**src/data_map_defs.svh**
```systemverilog
`ifndef DATA_MAP_DEFS_SVH
`define DATA_MAP_DEFS_SVH

// Special function register addresses
`define SFR_BASE            8'h80
`define SFR_STACK_TOP_PTR   8'h81
`define SFR_DATA_PTR_LOW    8'h82
`define SFR_DATA_PTR_HIGH   8'h83
`define SFR_AUX_CONTROL_TWO 8'ha3
`define SFR_ALU_FLAGS_WORD  8'hd0
`define SFR_PRIMARY_OPERAND 8'he0
`define SFR_MULDIV_OPERAND  8'hf0

// Reset values and the value read from unassigned SFR addresses
`define STACK_TOP_RESET     8'h07
`define DATA_PTR_RESET      16'h0000
`define AUX_CONTROL_RESET   1'b0
`define ALU_FLAGS_RESET     7'h00
`define PRIMARY_RESET       8'h00
`define MULDIV_RESET        8'h00
`define UNMAPPED_READ       8'h00

// Field positions
`define POINTER_SELECT_BIT  0
`define FLAG_CARRY_BIT      7
`define FLAG_AUX_CARRY_BIT  6
`define FLAG_BANK_HIGH_BIT  4
`define FLAG_BANK_LOW_BIT   3
`define FLAG_OVERFLOW_BIT   2
`define FLAG_PARITY_BIT     0

// Bit-addressable scratch-pad area
`define RAM_BIT_BASE        8'h20

// Opcodes
`define POINTER_DEC_OPCODE  8'ha5

// Flash geometry
`define PROG_BYTES_DEF      4096
`define PROG_BYTES_ALT      2048
`define DFLASH_BYTES        17'd128
`define DFLASH_PAGE_BYTES   16
`define DFLASH_BASE_DEF     16'hf000

// Scratch-pad size
`define RAM_BYTES           256

`endif

```
**src/data_map_pkg.sv**
```systemverilog
package data_map_pkg;

    typedef enum logic [3:0] {
        op_dir_rd   = 4'h0,
        op_dir_wr   = 4'h1,
        op_ind_rd   = 4'h2,
        op_ind_wr   = 4'h3,
        op_reg_rd   = 4'h4,
        op_reg_wr   = 4'h5,
        op_bit_rd   = 4'h6,
        op_bit_wr   = 4'h7,
        op_push     = 4'h8,
        op_pop      = 4'h9,
        op_call     = 4'ha,
        op_code_rd  = 4'hb
    } op_t;

    typedef enum logic [5:0] {
        st_idle    = 6'b000001,
        st_ptr     = 6'b000010,
        st_bitwr   = 6'b000100,
        st_push_hi = 6'b001000,
        st_flash   = 6'b010000,
        st_data    = 6'b100000
    } state_t;

    typedef struct packed {
        logic        valid;
        op_t         op;
        logic [7:0]  addr;
        logic [7:0]  wdata;
        logic        wbit;
        logic [15:0] ret_addr;
    } req_t;

    typedef struct packed {
        logic       valid;
        logic [7:0] rdata;
        logic       rbit;
    } rsp_t;

    typedef struct packed {
        logic       primary_we;
        logic [7:0] primary;
        logic       muldiv_we;
        logic [7:0] muldiv;
        logic       flag_we;
        logic       cy;
        logic       ac;
        logic       ov;
    } alu_upd_t;

endpackage

```
**src/data_memory_map.sv**
```systemverilog
`timescale 1ns/10ps
`include "data_map_defs.svh"
module data_memory_map #(
    parameter int unsigned PROG_BYTES  = `PROG_BYTES_DEF,
    parameter logic [15:0] DFLASH_BASE = `DFLASH_BASE_DEF
) (
    // Clock and reset
    input  wire logic                   clk_sys,
    input  wire logic                   rst,
    // Decoder requests and answers
    input  wire data_map_pkg::req_t     req,
    output logic                        req_ready,
    output data_map_pkg::rsp_t          rsp,
    // Opcode stream
    input  wire logic                   opcode_valid,
    input  wire logic [7:0]             opcode,
    // ALU results
    input  wire data_map_pkg::alu_upd_t alu_upd,
    // Flash read path
    input  wire logic [15:0]            fetch_pc,
    output logic [15:0]                 flash_addr,
    output logic                        flash_prog_sel,
    output logic                        flash_data_sel,
    input  wire logic [7:0]             flash_rdata,
    // Register views
    output logic [7:0]                  primary_operand,
    output logic [7:0]                  muldiv_operand,
    output logic [7:0]                  flags,
    output logic [7:0]                  stack_top,
    output logic [15:0]                 data_pointer_pair
);
    import data_map_pkg::*;

    if (PROG_BYTES != `PROG_BYTES_DEF && PROG_BYTES != `PROG_BYTES_ALT)
    begin : g_chk
        $error("data_memory_map: program flash must be 4K or 2K");
    end

    state_t      state_q, state_d;
    op_t         op_q;
    logic [7:0]  stack_top_ptr_q;
    logic [15:0] ptr_pair_q [2];
    logic        pointer_select_q;
    logic [7:1]  alu_flags_q;
    logic [7:0]  primary_operand_q;
    logic [7:0]  muldiv_operand_q;
    logic [7:0]  byte_q, wdata_q, ret_hi_q, hold_q;
    logic [2:0]  idx_q;
    logic        wbit_q, sfr_q;
    logic        rsp_valid_q, rsp_bit_q;
    logic [7:0]  rsp_data_q;
    logic [15:0] flash_addr_q;
    logic        flash_psel_q, flash_dsel_q;

    logic        take, is_bit, tgt_sfr, sfr_we;
    logic [7:0]  tgt, ptr_reg, sfr_wdata, rd_byte;
    logic [1:0]  bank;
    logic        ram_we;
    logic [7:0]  ram_waddr, ram_wdata, ram_raddr, ram_rdata;
    logic [15:0] code_addr_d;

    function automatic logic [7:0] put_bit(input logic [7:0] v,
                                           input logic [2:0] i,
                                           input logic       x);
        logic [7:0] r;
        r = v;
        r[i] = x;
        return r;
    endfunction

    function automatic logic sfr_hit(input logic [7:0] a);
        case (a)
            `SFR_STACK_TOP_PTR, `SFR_DATA_PTR_LOW, `SFR_DATA_PTR_HIGH,
            `SFR_AUX_CONTROL_TWO, `SFR_ALU_FLAGS_WORD,
            `SFR_PRIMARY_OPERAND, `SFR_MULDIV_OPERAND: return 1'b1;
            default: return 1'b0;
        endcase
    endfunction

    // Flags word with parity always tracking the primary operand
    assign flags = {alu_flags_q[7:1], ^primary_operand_q};
    assign bank  = {alu_flags_q[`FLAG_BANK_HIGH_BIT],
                    alu_flags_q[`FLAG_BANK_LOW_BIT]};
    assign data_pointer_pair = ptr_pair_q[pointer_select_q];

    function automatic logic [7:0] sfr_value(input logic [7:0] a);
        case (a)
            `SFR_STACK_TOP_PTR:   return stack_top_ptr_q;
            `SFR_DATA_PTR_LOW:    return data_pointer_pair[7:0];
            `SFR_DATA_PTR_HIGH:   return data_pointer_pair[15:8];
            `SFR_AUX_CONTROL_TWO: return {7'h00, pointer_select_q};
            `SFR_ALU_FLAGS_WORD:  return flags;
            `SFR_PRIMARY_OPERAND: return primary_operand_q;
            `SFR_MULDIV_OPERAND:  return muldiv_operand_q;
            default:              return `UNMAPPED_READ;
        endcase
    endfunction

    assign take      = req.valid && (state_q == st_idle);
    assign req_ready = (state_q == st_idle);
    assign is_bit    = (req.op == op_bit_rd) || (req.op == op_bit_wr);

    // Target byte from the operation type, the address and the register bank
    always_comb begin
        if (is_bit) begin
            tgt = req.addr[7] ? {req.addr[7:3], 3'b000}
                              : (`RAM_BIT_BASE | {4'h0, req.addr[6:3]});
        end else if (req.op == op_reg_rd || req.op == op_reg_wr) begin
            tgt = {3'b000, bank, req.addr[2:0]};
        end else begin
            tgt = req.addr;
        end
        ptr_reg = {3'b000, bank, 2'b00, req.addr[0]};
        // Only direct and bit forms ever reach the SFR space
        tgt_sfr = tgt[7] && (is_bit || req.op == op_dir_rd
                             || req.op == op_dir_wr);
    end

    // SFR writes: unassigned addresses match no register below
    always_comb begin
        sfr_we    = 1'b0;
        sfr_wdata = req.wdata;
        if (take && tgt_sfr) begin
            if (req.op == op_dir_wr) begin
                sfr_we = 1'b1;
            end else if (req.op == op_bit_wr && sfr_hit(tgt)) begin
                sfr_we    = 1'b1;
                sfr_wdata = put_bit(sfr_value(tgt), req.addr[2:0], req.wbit);
            end
        end
    end

    // Scratch-pad ports
    always_comb begin
        ram_we    = 1'b0;
        ram_waddr = tgt;
        ram_wdata = req.wdata;
        ram_raddr = byte_q;
        case (state_q)
            st_idle: begin
                ram_raddr = tgt;
                if (take) begin
                    case (req.op)
                        op_dir_wr, op_reg_wr: ram_we = !tgt_sfr;
                        op_ind_rd, op_ind_wr: ram_raddr = ptr_reg;
                        op_push: begin
                            ram_we    = 1'b1;
                            ram_waddr = stack_top_ptr_q + 8'h01;
                        end
                        op_call: begin
                            ram_we    = 1'b1;
                            ram_waddr = stack_top_ptr_q + 8'h01;
                            ram_wdata = req.ret_addr[7:0];
                        end
                        op_pop:  ram_raddr = stack_top_ptr_q;
                        default: ram_raddr = tgt;
                    endcase
                end
            end
            st_ptr: begin
                // Pointer byte reaches the whole 256 bytes, upper half too
                ram_raddr = ram_rdata;
                ram_waddr = ram_rdata;
                ram_wdata = wdata_q;
                ram_we    = (op_q == op_ind_wr);
            end
            st_bitwr: begin
                ram_we    = 1'b1;
                ram_waddr = byte_q;
                ram_wdata = put_bit(ram_rdata, idx_q, wbit_q);
            end
            st_push_hi: begin
                ram_we    = 1'b1;
                ram_waddr = stack_top_ptr_q + 8'h01;
                ram_wdata = ret_hi_q;
            end
            default: ram_raddr = byte_q;
        endcase
    end

    scratch_ram #(
        .DEPTH (`RAM_BYTES),
        .WIDTH (8)
    ) u_ram (
        .clk_sys (clk_sys),
        .we      (ram_we),
        .waddr   (ram_waddr),
        .wdata   (ram_wdata),
        .raddr   (ram_raddr),
        .rdata_q (ram_rdata)
    );

    // Sequencer
    always_comb begin
        state_d = state_q;
        case (state_q)
            st_idle: begin
                if (take) begin
                    case (req.op)
                        op_ind_rd, op_ind_wr: state_d = st_ptr;
                        op_bit_wr: state_d = tgt_sfr ? st_data : st_bitwr;
                        op_call:    state_d = st_push_hi;
                        op_code_rd: state_d = st_flash;
                        default:    state_d = st_data;
                    endcase
                end
            end
            st_ptr, st_bitwr, st_push_hi, st_flash: state_d = st_data;
            st_data: state_d = st_idle;
            default: state_d = st_idle;
        endcase
    end

    always_ff @(posedge clk_sys or posedge rst) begin
        if (rst) begin
            state_q <= st_idle;
        end else begin
            state_q <= state_d;
        end
    end

    // Request capture
    always_ff @(posedge clk_sys or posedge rst) begin
        if (rst) begin
            op_q     <= op_dir_rd;
            byte_q   <= 8'h00;
            idx_q    <= 3'h0;
            wdata_q  <= 8'h00;
            wbit_q   <= 1'b0;
            ret_hi_q <= 8'h00;
            sfr_q    <= 1'b0;
            hold_q   <= 8'h00;
        end else if (take) begin
            op_q     <= req.op;
            byte_q   <= tgt;
            idx_q    <= req.addr[2:0];
            wdata_q  <= req.wdata;
            wbit_q   <= req.wbit;
            ret_hi_q <= req.ret_addr[15:8];
            sfr_q    <= tgt_sfr;
            hold_q   <= sfr_value(tgt);
        end
    end

    // Answer
    assign rd_byte = (op_q == op_code_rd) ? flash_rdata
                   : sfr_q ? hold_q : ram_rdata;

    always_ff @(posedge clk_sys or posedge rst) begin
        if (rst) begin
            rsp_valid_q <= 1'b0;
            rsp_data_q  <= 8'h00;
            rsp_bit_q   <= 1'b0;
        end else begin
            rsp_valid_q <= (state_q == st_data);
            if (state_q == st_data) begin
                rsp_data_q <= rd_byte;
                rsp_bit_q  <= rd_byte[idx_q];
            end
        end
    end

    assign rsp = '{valid: rsp_valid_q, rdata: rsp_data_q, rbit: rsp_bit_q};

    // Stack top pointer
    always_ff @(posedge clk_sys or posedge rst) begin
        if (rst) begin
            stack_top_ptr_q <= `STACK_TOP_RESET;
        end else if (sfr_we && tgt == `SFR_STACK_TOP_PTR) begin
            stack_top_ptr_q <= sfr_wdata;
        end else if ((take && (req.op == op_push || req.op == op_call))
                     || state_q == st_push_hi) begin
            stack_top_ptr_q <= stack_top_ptr_q + 8'h01;
        end else if (take && req.op == op_pop) begin
            stack_top_ptr_q <= stack_top_ptr_q - 8'h01;
        end
    end
    assign stack_top = stack_top_ptr_q;

    // Dual data pointers
    for (genvar g = 0; g < 2; g++) begin : g_pair
        logic mine;
        assign mine = (pointer_select_q == 1'(g));
        always_ff @(posedge clk_sys or posedge rst) begin
            if (rst) begin
                ptr_pair_q[g] <= `DATA_PTR_RESET;
            end else if (mine && sfr_we && tgt == `SFR_DATA_PTR_LOW) begin
                ptr_pair_q[g][7:0] <= sfr_wdata;
            end else if (mine && sfr_we && tgt == `SFR_DATA_PTR_HIGH) begin
                ptr_pair_q[g][15:8] <= sfr_wdata;
            end else if (mine && opcode_valid
                         && opcode == `POINTER_DEC_OPCODE) begin
                ptr_pair_q[g] <= ptr_pair_q[g] - 16'h0001;
            end
        end
    end

    always_ff @(posedge clk_sys or posedge rst) begin
        if (rst) begin
            pointer_select_q <= `AUX_CONTROL_RESET;
        end else if (sfr_we && tgt == `SFR_AUX_CONTROL_TWO) begin
            pointer_select_q <= sfr_wdata[`POINTER_SELECT_BIT];
        end
    end

    // Flags word; a register write wins over an ALU update
    always_ff @(posedge clk_sys or posedge rst) begin
        if (rst) begin
            alu_flags_q <= `ALU_FLAGS_RESET;
        end else if (sfr_we && tgt == `SFR_ALU_FLAGS_WORD) begin
            alu_flags_q <= sfr_wdata[7:1];
        end else if (alu_upd.flag_we) begin
            alu_flags_q[`FLAG_CARRY_BIT]     <= alu_upd.cy;
            alu_flags_q[`FLAG_AUX_CARRY_BIT] <= alu_upd.ac;
            alu_flags_q[`FLAG_OVERFLOW_BIT]  <= alu_upd.ov;
        end
    end

    always_ff @(posedge clk_sys or posedge rst) begin
        if (rst) begin
            primary_operand_q <= `PRIMARY_RESET;
        end else if (sfr_we && tgt == `SFR_PRIMARY_OPERAND) begin
            primary_operand_q <= sfr_wdata;
        end else if (alu_upd.primary_we) begin
            primary_operand_q <= alu_upd.primary;
        end
    end
    assign primary_operand = primary_operand_q;

    // Second multiply/divide operand, general purpose otherwise
    always_ff @(posedge clk_sys or posedge rst) begin
        if (rst) begin
            muldiv_operand_q <= `MULDIV_RESET;
        end else if (sfr_we && tgt == `SFR_MULDIV_OPERAND) begin
            muldiv_operand_q <= sfr_wdata;
        end else if (alu_upd.muldiv_we) begin
            muldiv_operand_q <= alu_upd.muldiv;
        end
    end
    assign muldiv_operand = muldiv_operand_q;

    // Flash address: fetch address, loaded only while idle, unless a code read owns the port
    assign code_addr_d = (take && req.op == op_code_rd)
                       ? data_pointer_pair + {8'h00, primary_operand_q}
                       : fetch_pc;

    always_ff @(posedge clk_sys or posedge rst) begin
        if (rst) begin
            flash_addr_q <= 16'h0000;
            flash_psel_q <= 1'b0;
            flash_dsel_q <= 1'b0;
        end else if (state_q == st_idle) begin
            flash_addr_q <= code_addr_d;
            flash_psel_q <= {1'b0, code_addr_d} < 17'(PROG_BYTES);
            flash_dsel_q <= ({1'b0, code_addr_d} >= {1'b0, DFLASH_BASE})
                && ({1'b0, code_addr_d}
                    < ({1'b0, DFLASH_BASE} + `DFLASH_BYTES));
        end
    end

    assign flash_addr     = flash_addr_q;
    assign flash_prog_sel = flash_psel_q;
    assign flash_data_sel = flash_dsel_q;
endmodule

```
**src/scratch_ram.sv**
```systemverilog
`timescale 1ns/10ps
module scratch_ram #(
    parameter int unsigned DEPTH = 256,
    parameter int unsigned WIDTH = 8
) (
    // Clock
    input  wire logic                     clk_sys,
    // Write port
    input  wire logic                     we,
    input  wire logic [$clog2(DEPTH)-1:0] waddr,
    input  wire logic [WIDTH-1:0]         wdata,
    // Read port
    input  wire logic [$clog2(DEPTH)-1:0] raddr,
    output logic      [WIDTH-1:0]         rdata_q
);
    logic [WIDTH-1:0] mem [DEPTH];

    if (DEPTH < 2 || WIDTH < 1) begin : g_chk
        $error("scratch_ram: bad geometry");
    end

    always_ff @(posedge clk_sys) begin
        if (we) begin
            mem[waddr] <= wdata;
        end
    end

    // Read of a location written in the same cycle returns the old byte
    always_ff @(posedge clk_sys) begin
        rdata_q <= mem[raddr];
    end
endmodule

```
**config.mk**
```make
export PLATFORM = sky130hd
export DESIGN_NAME = data_memory_map
export DESIGN_NICKNAME = d
export VERILOG_FILES = /design/src/data_map_pkg.sv /design/src/data_memory_map.sv /design/src/scratch_ram.sv
export VERILOG_INCLUDE_DIRS = /design/src /design/src/src
export SDC_FILE = /design/constraint.sdc
export NUM_CORES = 2
export LEC_CHECK = 0
export BUFFER_PORTS_ARGS = -buffer_cell sky130_fd_sc_hd__buf_2
export CORE_ASPECT_RATIO = 1.25
export CORE_MARGIN = 10
export CORE_UTILIZATION = 35
export DETAILED_ROUTE_END_ITERATION = 10
export PLACE_DENSITY = 0.5
export SLEW_MARGIN = 20
export SYNTH_ARGS = -nofsm -noshare
export SYNTH_HDL_FRONTEND = slang
export SYNTH_SLANG_ARGS = --single-unit
```
**constraint.sdc**
```tcl
create_clock -name clk_sys -period 8.19 [get_ports clk_sys]
set_input_delay 0.819 -clock clk_sys [delete_from_list [all_inputs] [get_ports clk_sys]]
set_output_delay 0.819 -clock clk_sys [all_outputs]
set_load 0.005 [all_outputs]
```
# == After elaboration in Yosys (flattened, before gate mapping) ==
# Memories as Yosys holds them, arrays and structs flattened. A register that Yosys moved wholly into a read port is not among the register bits.
# Cells that the tools add are included.
# totals
word_cells,192
mem_count,1
ram_bits,2048
register_bits,139
inputBits,95
out_inout_bits,77
# memory_table
name,words,width,rd,rd_clocked_by_memory_dff,write_ports,line_no,text
u_ram.mem,256,8,1,1,1,scratch_ram.sv:16,logic [WIDTH-1:0] mem [DEPTH];
# classes
bitwise,4
n_mux,67
n_lt_le_gt_ge,8
eq_ne,30
addsub,5
reduce_logical,52
# ops
cell,count
8-bit 2-to-1 mux,29
16-bit 2-to-1 mux,6
8-bit equality test (second input constant),8
8-bit case mux with 4 select lines,2
8-bit case mux with 7 select lines,1
8-bit case mux with 2 select lines,2
16-bit by 1-bit subtractor with 16-bit output (second input constant),2
1-bit logical AND,25
6-bit case mux with 4 select lines,1
4-bit equality test (second input constant),5
16-bit by 8-bit adder with 16-bit output,1
8-bit bitwise mux,2
4-bit by 3-bit equality test with 1-bit output (second input constant),4
16-bit greater-or-equal comparator (second input constant),1
16-bit by 13-bit < comparator with 1-bit output (second input constant),1
16-bit < comparator (second input constant),1
1-bit 2-to-1 mux,14
2-bit nonzero test,7
4-bit by 2-bit equality test with 1-bit output (second input constant),3
6-bit 2-to-1 mux,2
6-bit case mux with 2 select lines,1
8-bit by 1-bit adder with 8-bit output (second input constant),1
3-bit by 4-bit < comparator with 1-bit output (second input constant),2
2-bit AND reduction,4
other kinds (27),41

# == Depth between registers and ports, before layout ==
# depth
word_depth,18
depth_mapped,17
ltp_nobuf,14

# == Cells and area by module ==
# Synthesis repeated with hierarchy kept, for this count alone.
# hier_totals
hier_cells,4914
hier_area_um2,89683.5
# modules_own_cells
module,cells_per_inst,instances,area_each_um2,seq_area_each_um2
scratch_ram,3733,1,79556.3,61659.1
data_memory_map,1181,1,10127.2,3483.3

# == Worst setup path after synthesis ==
# No wires, ideal clock.
# synth_path
path_type,register to register
startpoint,register state_q[0]
endpoint,memory u_ram.mem[0][1] (data pin)
arrival_ns,5.160
period_less_slack_ns,6.678
path_buffers,2
setup_ns,1.518
path_stages_with_launch,9
required_time_ns,6.672
setup_slack_ns,1.512
cell_sequence,dfstp_2 > clkbuf_1 > nor2b_1 > nand2_1 > clkbuf_1 > nor4_1 > o21ai_0 > nand2_1 > nand3_1
# synth_between
elab_chain_cells,4
word_cells_on_any_way,7
cone_classes,eq/ne (4); mux (2); reduce/logical (1)
# synth_rtl
item,line_no,text
from (decl),data_memory_map.sv:39,"state_t state_q, state_d;"
from (signal assigned),data_memory_map.sv:216,state_q <= st_idle;
from (signal assigned),data_memory_map.sv:218,state_q <= state_d;
6-bit by 1-bit equality test with 1-bit output,"data_memory_map.sv:99, data_memory_map.sv:139",
1-bit logical AND,data_memory_map.sv:99,assign take = req.valid && (state_q == st_idle);
8-bit 2-to-1 mux,data_memory_map.sv:142,if (take) begin
8-bit case mux with 4 select lines (*),data_memory_map.sv:139,case (state_q)
named net ram_wdata[1],data_memory_map.sv:59,"logic [7:0] ram_waddr, ram_wdata, ram_raddr, ram_rdata;"
to (decl),scratch_ram.sv:16,
# Mark *: on every way through the listed nets, which the timed path passes. The rest lies on a longest branch.

# == Worst setup path after layout ==
# layout_path
startpoint,register state_q[1]
endpoint,register u_ram.rdata_q[3] (read register of u_ram.mem)
# layout_between
elab_chain_cells,4
word_cells_on_any_way,5
cone_classes,eq/ne (2); mux (2); reduce/logical (1)
# layout_rtl
item,line_no,text
6-bit by 1-bit equality test with 1-bit output,"data_memory_map.sv:99, data_memory_map.sv:139",
1-bit logical AND,data_memory_map.sv:99,
8-bit 2-to-1 mux,data_memory_map.sv:142,
8-bit case mux with 2 select lines (*),data_memory_map.sv:139,
to (decl),scratch_ram.sv:14,output logic [WIDTH-1:0] rdata_q
# Mark *: on every way between the ends. The rest lies on a longest branch, timed or not.
# A chain may end at the register's enable or synchronous reset.

==> flow_summary.json <==
{
  "root_buffer": "clkbuf_16",
  "leakagePower_uw": 0.0350,
  "grtUsageMet2_pct": 33.8,
  "cts_hold_buf": 0,
  "cp_slowest_stage_delay_ns": 1.09,
  "clk_latency_ns": 0.89,
  "slew_violations": 0,
  "synth.yosys.warnings": 0,
  "setup_viol": 0,
  "cpMostUsedCell": "buf_4",
  "worstReg2RegStart": "state_q[1]",
  "cts_tree": "yes",
  "pin_count": 172,
  "net-switching-power_uw": 11100,
  "synthArstFlopShare_pct": 6.33,
  "ys_ff_latch": 2195,
  "fp.dieH_um": 590,
  "htreeDepth": 4,
  "max_slew_margin_pct": 20.9,
  "arrival_ns": 7.25,
  "synth_edf_count": 2048,
  "fin_total_pwr_uw": 31800,
  "r2r_cells": 14,
  "fin_area_mm2": 0.103,
  "tightest_slew_ns": 1.16,
  "rrSetupSlack_ns": 1.64,
  "grt_max_degree": 182,
  "vias": 60800,
  "largest_reg_flops": 2048,
  "max_freq_ghz": 0.153,
  "cp.required_ns": 8.89,
  "grt_overflow": 0,
  "use_met1_pct": 26.8,
  "final_nets": 7616,
  "ant_nets": 0,
  "path_cells": "nor2b_1 -> nand2_1 -> clkinv_1 -> nand4_1 -> nand2_1 -> buf_4 -> nand2_4 -> buf_4 -> a31oi_1 -> a22oi_1 -> a31oi_1 -> o41ai_1 -> buf_4 -> nand4_1",
  "syn_area_mm2": 0.0910,
  "synth.distinct_cells": 81,
  "drt_iter0_drc": 6723,
  "worstHoldPathType": "input pin to asynchronous set/reset pin",
  "hold_viol": 0,
  "postCtsSetupRepairBufs": 0,
  "start_kind": "flip-flop",
  "vias_per_cell": 5.45,
  "cpMaxStageDelayCell": "clkinv_1",
  "finalCriticalPeriod_ns": 6.55,
  "clockBufferDepth": 4,
  "synth_cells": 7466,
  "clockPowerShare_pct": 31.4,
  "dieWidth_um": 476,
  "fp.dieArea_mm2": 0.281,
  "largest_register": "u_ram.mem",
  "rsz0062_at_grt": "no",
  "vdd_ir_drop_max_v": 0.000247,
  "comb_power_share_pct": 27.1,
  "synth_fp_nets": 7574,
  "dp_hpwl_um": 179000,
  "start_util_pct": 35.1,
  "grt_usage_pct": 20.4,
  "drc": 0,
  "ys_seq_area_share_pct": 71.6,
  "place_congestion": 0.870,
  "syn_area_per_cell_um2": 12.2,
  "grt_pass1_vias": 58800,
  "syn_to_final_growth_pct": 12.7,
  "wire_per_inst_um": 26.6,
  "setup_tns_ns": 0,
  "r2r_end": "u_ram.rdata_q[3]",
  "met3_usage_pct": 3.20,
  "switching_share_pct": 35.0,
  "row_count": 209,
  "cts_buffers": 224,
  "grt_pass1_wl_um": 429000,
  "synth-main-ff-cell": "edfxtp_1",
  "placed_cell_area_mm2": 0.0956,
  "period_share_pct": 80.0,
  "crit_buf_inv": 4,
  "cellPowerDensity_mw_per_mm2": 310,
  "antenna_found_initial": 10,
  "port_buffers": 171,
  "seq_power_share_pct": 41.5,
  "skew_ns": 0.0877,
  "dr.pass1.iters": 6,
  "status": "finished clean",
  "core_mm2": 0.259,
  "clk_pin_slew_ns": 0.07,
  "cap_violations": 0,
  "critPathMaxFanout": 35,
  "post_cts_resized": 0,
  "internal_power_uw": 20700,
  "critPathKind": "flip-flop to flip-flop",
  "crit_path_end_kind": "flip-flop",
  "top_usage_layer": "met2",
  "cts.sinks": 2195,
  "drive_gt1_share_pct": 10.0,
  "routed_wl_um": 297000,
  "critPathTopFamily": "simple AND/OR/NAND/NOR gates"
}
worst reg2reg max path, stage by stage (launching register included):
cell and delay [ns]:
dfrtp_1 0.53, nor2b_1 0.15, nand2_1 0.75, clkinv_1 1.10, nand4_1 0.54, nand2_1 0.09, buf_4 0.26, nand2_4 0.55
buf_4 0.57, a31oi_1 0.14, a22oi_1 0.44, a31oi_1 0.18, o41ai_1 0.76, buf_4 0.24, nand4_1 0.10
worst max path at each step:
stage	startpoint	endpoint	cells past startpoint
detailed placement	state_q[1]	u_ram.rdata_q[5]	14
floorplan	state_q[0]	u_ram.mem[0][1]	8
CTS	state_q[1]	u_ram.rdata_q[5]	14
global placement	state_q[1]	u_ram.rdata_q[7]	13
finish	state_q[1]	u_ram.rdata_q[3]	14
global route	state_q[1]	u_ram.rdata_q[5]	14
cell families after synthesis:
group           Yosys count  share of synthesized area (%)
mux                     128                           1.52
compound gates          772                           5.75
flops                  2195                           71.6
xor+xnor                 62                          0.597
buf+inv                 527                           2.68
simple gates           3769                           17.7
fa+ha+maj                13                          0.187
per-stage QoR:
step	cells	worst slack [ns]	util (%)	hold slack, ns
5_1_grt	11200	1.34	39.6	0.108
6_report	11200	1.64	39.6	0.0830
3_3_place_gp	10800	0.705	36.9	0.457
4_1_cts	11200	1.70	39.6	0.0685
2_1_floorplan	7466	1.51	-	0.450
3_5_place_dp	10800	1.72	36.9	0.460
area by class of cell:
class | count | area [um^2]
fillers | 24500 | 157000
flip-flops and latches | 2195 | 65100
multi-input cells | 4744 | 23800
clock buffers | 287 | 5930
well taps | 3481 | 4360
repair buffers | 320 | 2300
clock inverters | 111 | 988
inverters | 23 | 91.3
diodes | 5 | 12.5
power groups by stage:
stage / clock (uW) / combinational [uW] / sequential (uW)
after floorplan: 0 / 5090 / 13500
after global placement: 0 / 8610 / 13400
after detailed placement: 0 / 8650 / 13400
after CTS: 10100 / 8670 / 13200
after global routing: 10500 / 9240 / 13200
final: 9980 / 8610 / 13200
cells in the final DEF (no fill, tap or decap), types with 17 or more instances in the layout:
cell type / synthesis / layout
nand2_1: 2164 / 2139
edfxtp_1: 2048 / 2048
nand3_1: 1042 / 1037
nor2_1: 353 / 350
a31oi_1: 340 / 340
clkbuf_16: 0 / 226
buf_2: 196 / 171
dfrtp_1: 135 / 135
buf_4: 9 / 122
a22oi_1: 103 / 103
o21ai_0: 67 / 67
mux2i_1: 66 / 64
mux2_2: 60 / 60
a21oi_1: 60 / 59
clkbuf_1: 245 / 56
xnor2_1: 48 / 48
a211oi_1: 47 / 46
clkinv_1: 2 / 40
clkinv_2: 0 / 40
nor2b_1: 37 / 36
and3_1: 34 / 34
buf_12: 0 / 26
nand4_1: 24 / 24
nor3_1: 21 / 21
a311oi_1: 21 / 21
inv_1: 21 / 20
nand2_2: 1 / 18
o41ai_2: 0 / 17
routing by layer:
metal / vias up / routed length [um] / part of all wire [%]
li1: 27200 / - / -
met4: 4 / 12700 / 4.3
met2: 2420 / 143000 / 48
met5: - / 24 / 0.0081
met1: 30700 / 120000 / 40
met3: 526 / 21500 / 7.2
synth_stat cells (all sizes together), types with 8 or more instances:
| master | instances | area, um^2 |
|---|---|---|
| ha | 12 | 150 |
| a222oi | 13 | 130 |
| and3 | 34 | 213 |
| a22oi | 103 | 773 |
| o211ai | 10 | 75.1 |
| a21oi | 60 | 300 |
| mux2i | 66 | 661 |
| dfxtp | 8 | 160 |
| nor3 | 25 | 164 |
| nor3b | 8 | 65.1 |
| a311oi | 21 | 184 |
| xor2 | 14 | 123 |
| nor4 | 13 | 111 |
| nand2b | 16 | 100 |
| a211oi | 47 | 353 |
| clkbuf | 245 | 920 |
| edfxtp | 2048 | 61500 |
| nor2b | 37 | 231 |
| a21o | 9 | 67.6 |
| xnor2 | 48 | 420 |
| inv | 21 | 78.8 |
| mux2 | 60 | 676 |
| nand2 | 2165 | 8130 |
| a31oi | 340 | 2130 |
| buf | 259 | 1430 |
| nand4 | 24 | 150 |
| o41ai | 33 | 289 |
| nor2 | 354 | 1330 |
| o21ai | 70 | 350 |
| dfrtp | 135 | 3380 |
| a41oi | 8 | 70.1 |
| and2 | 11 | 71.3 |
| nand3 | 1042 | 5220 |
Power figures use the tool's default switching activity.
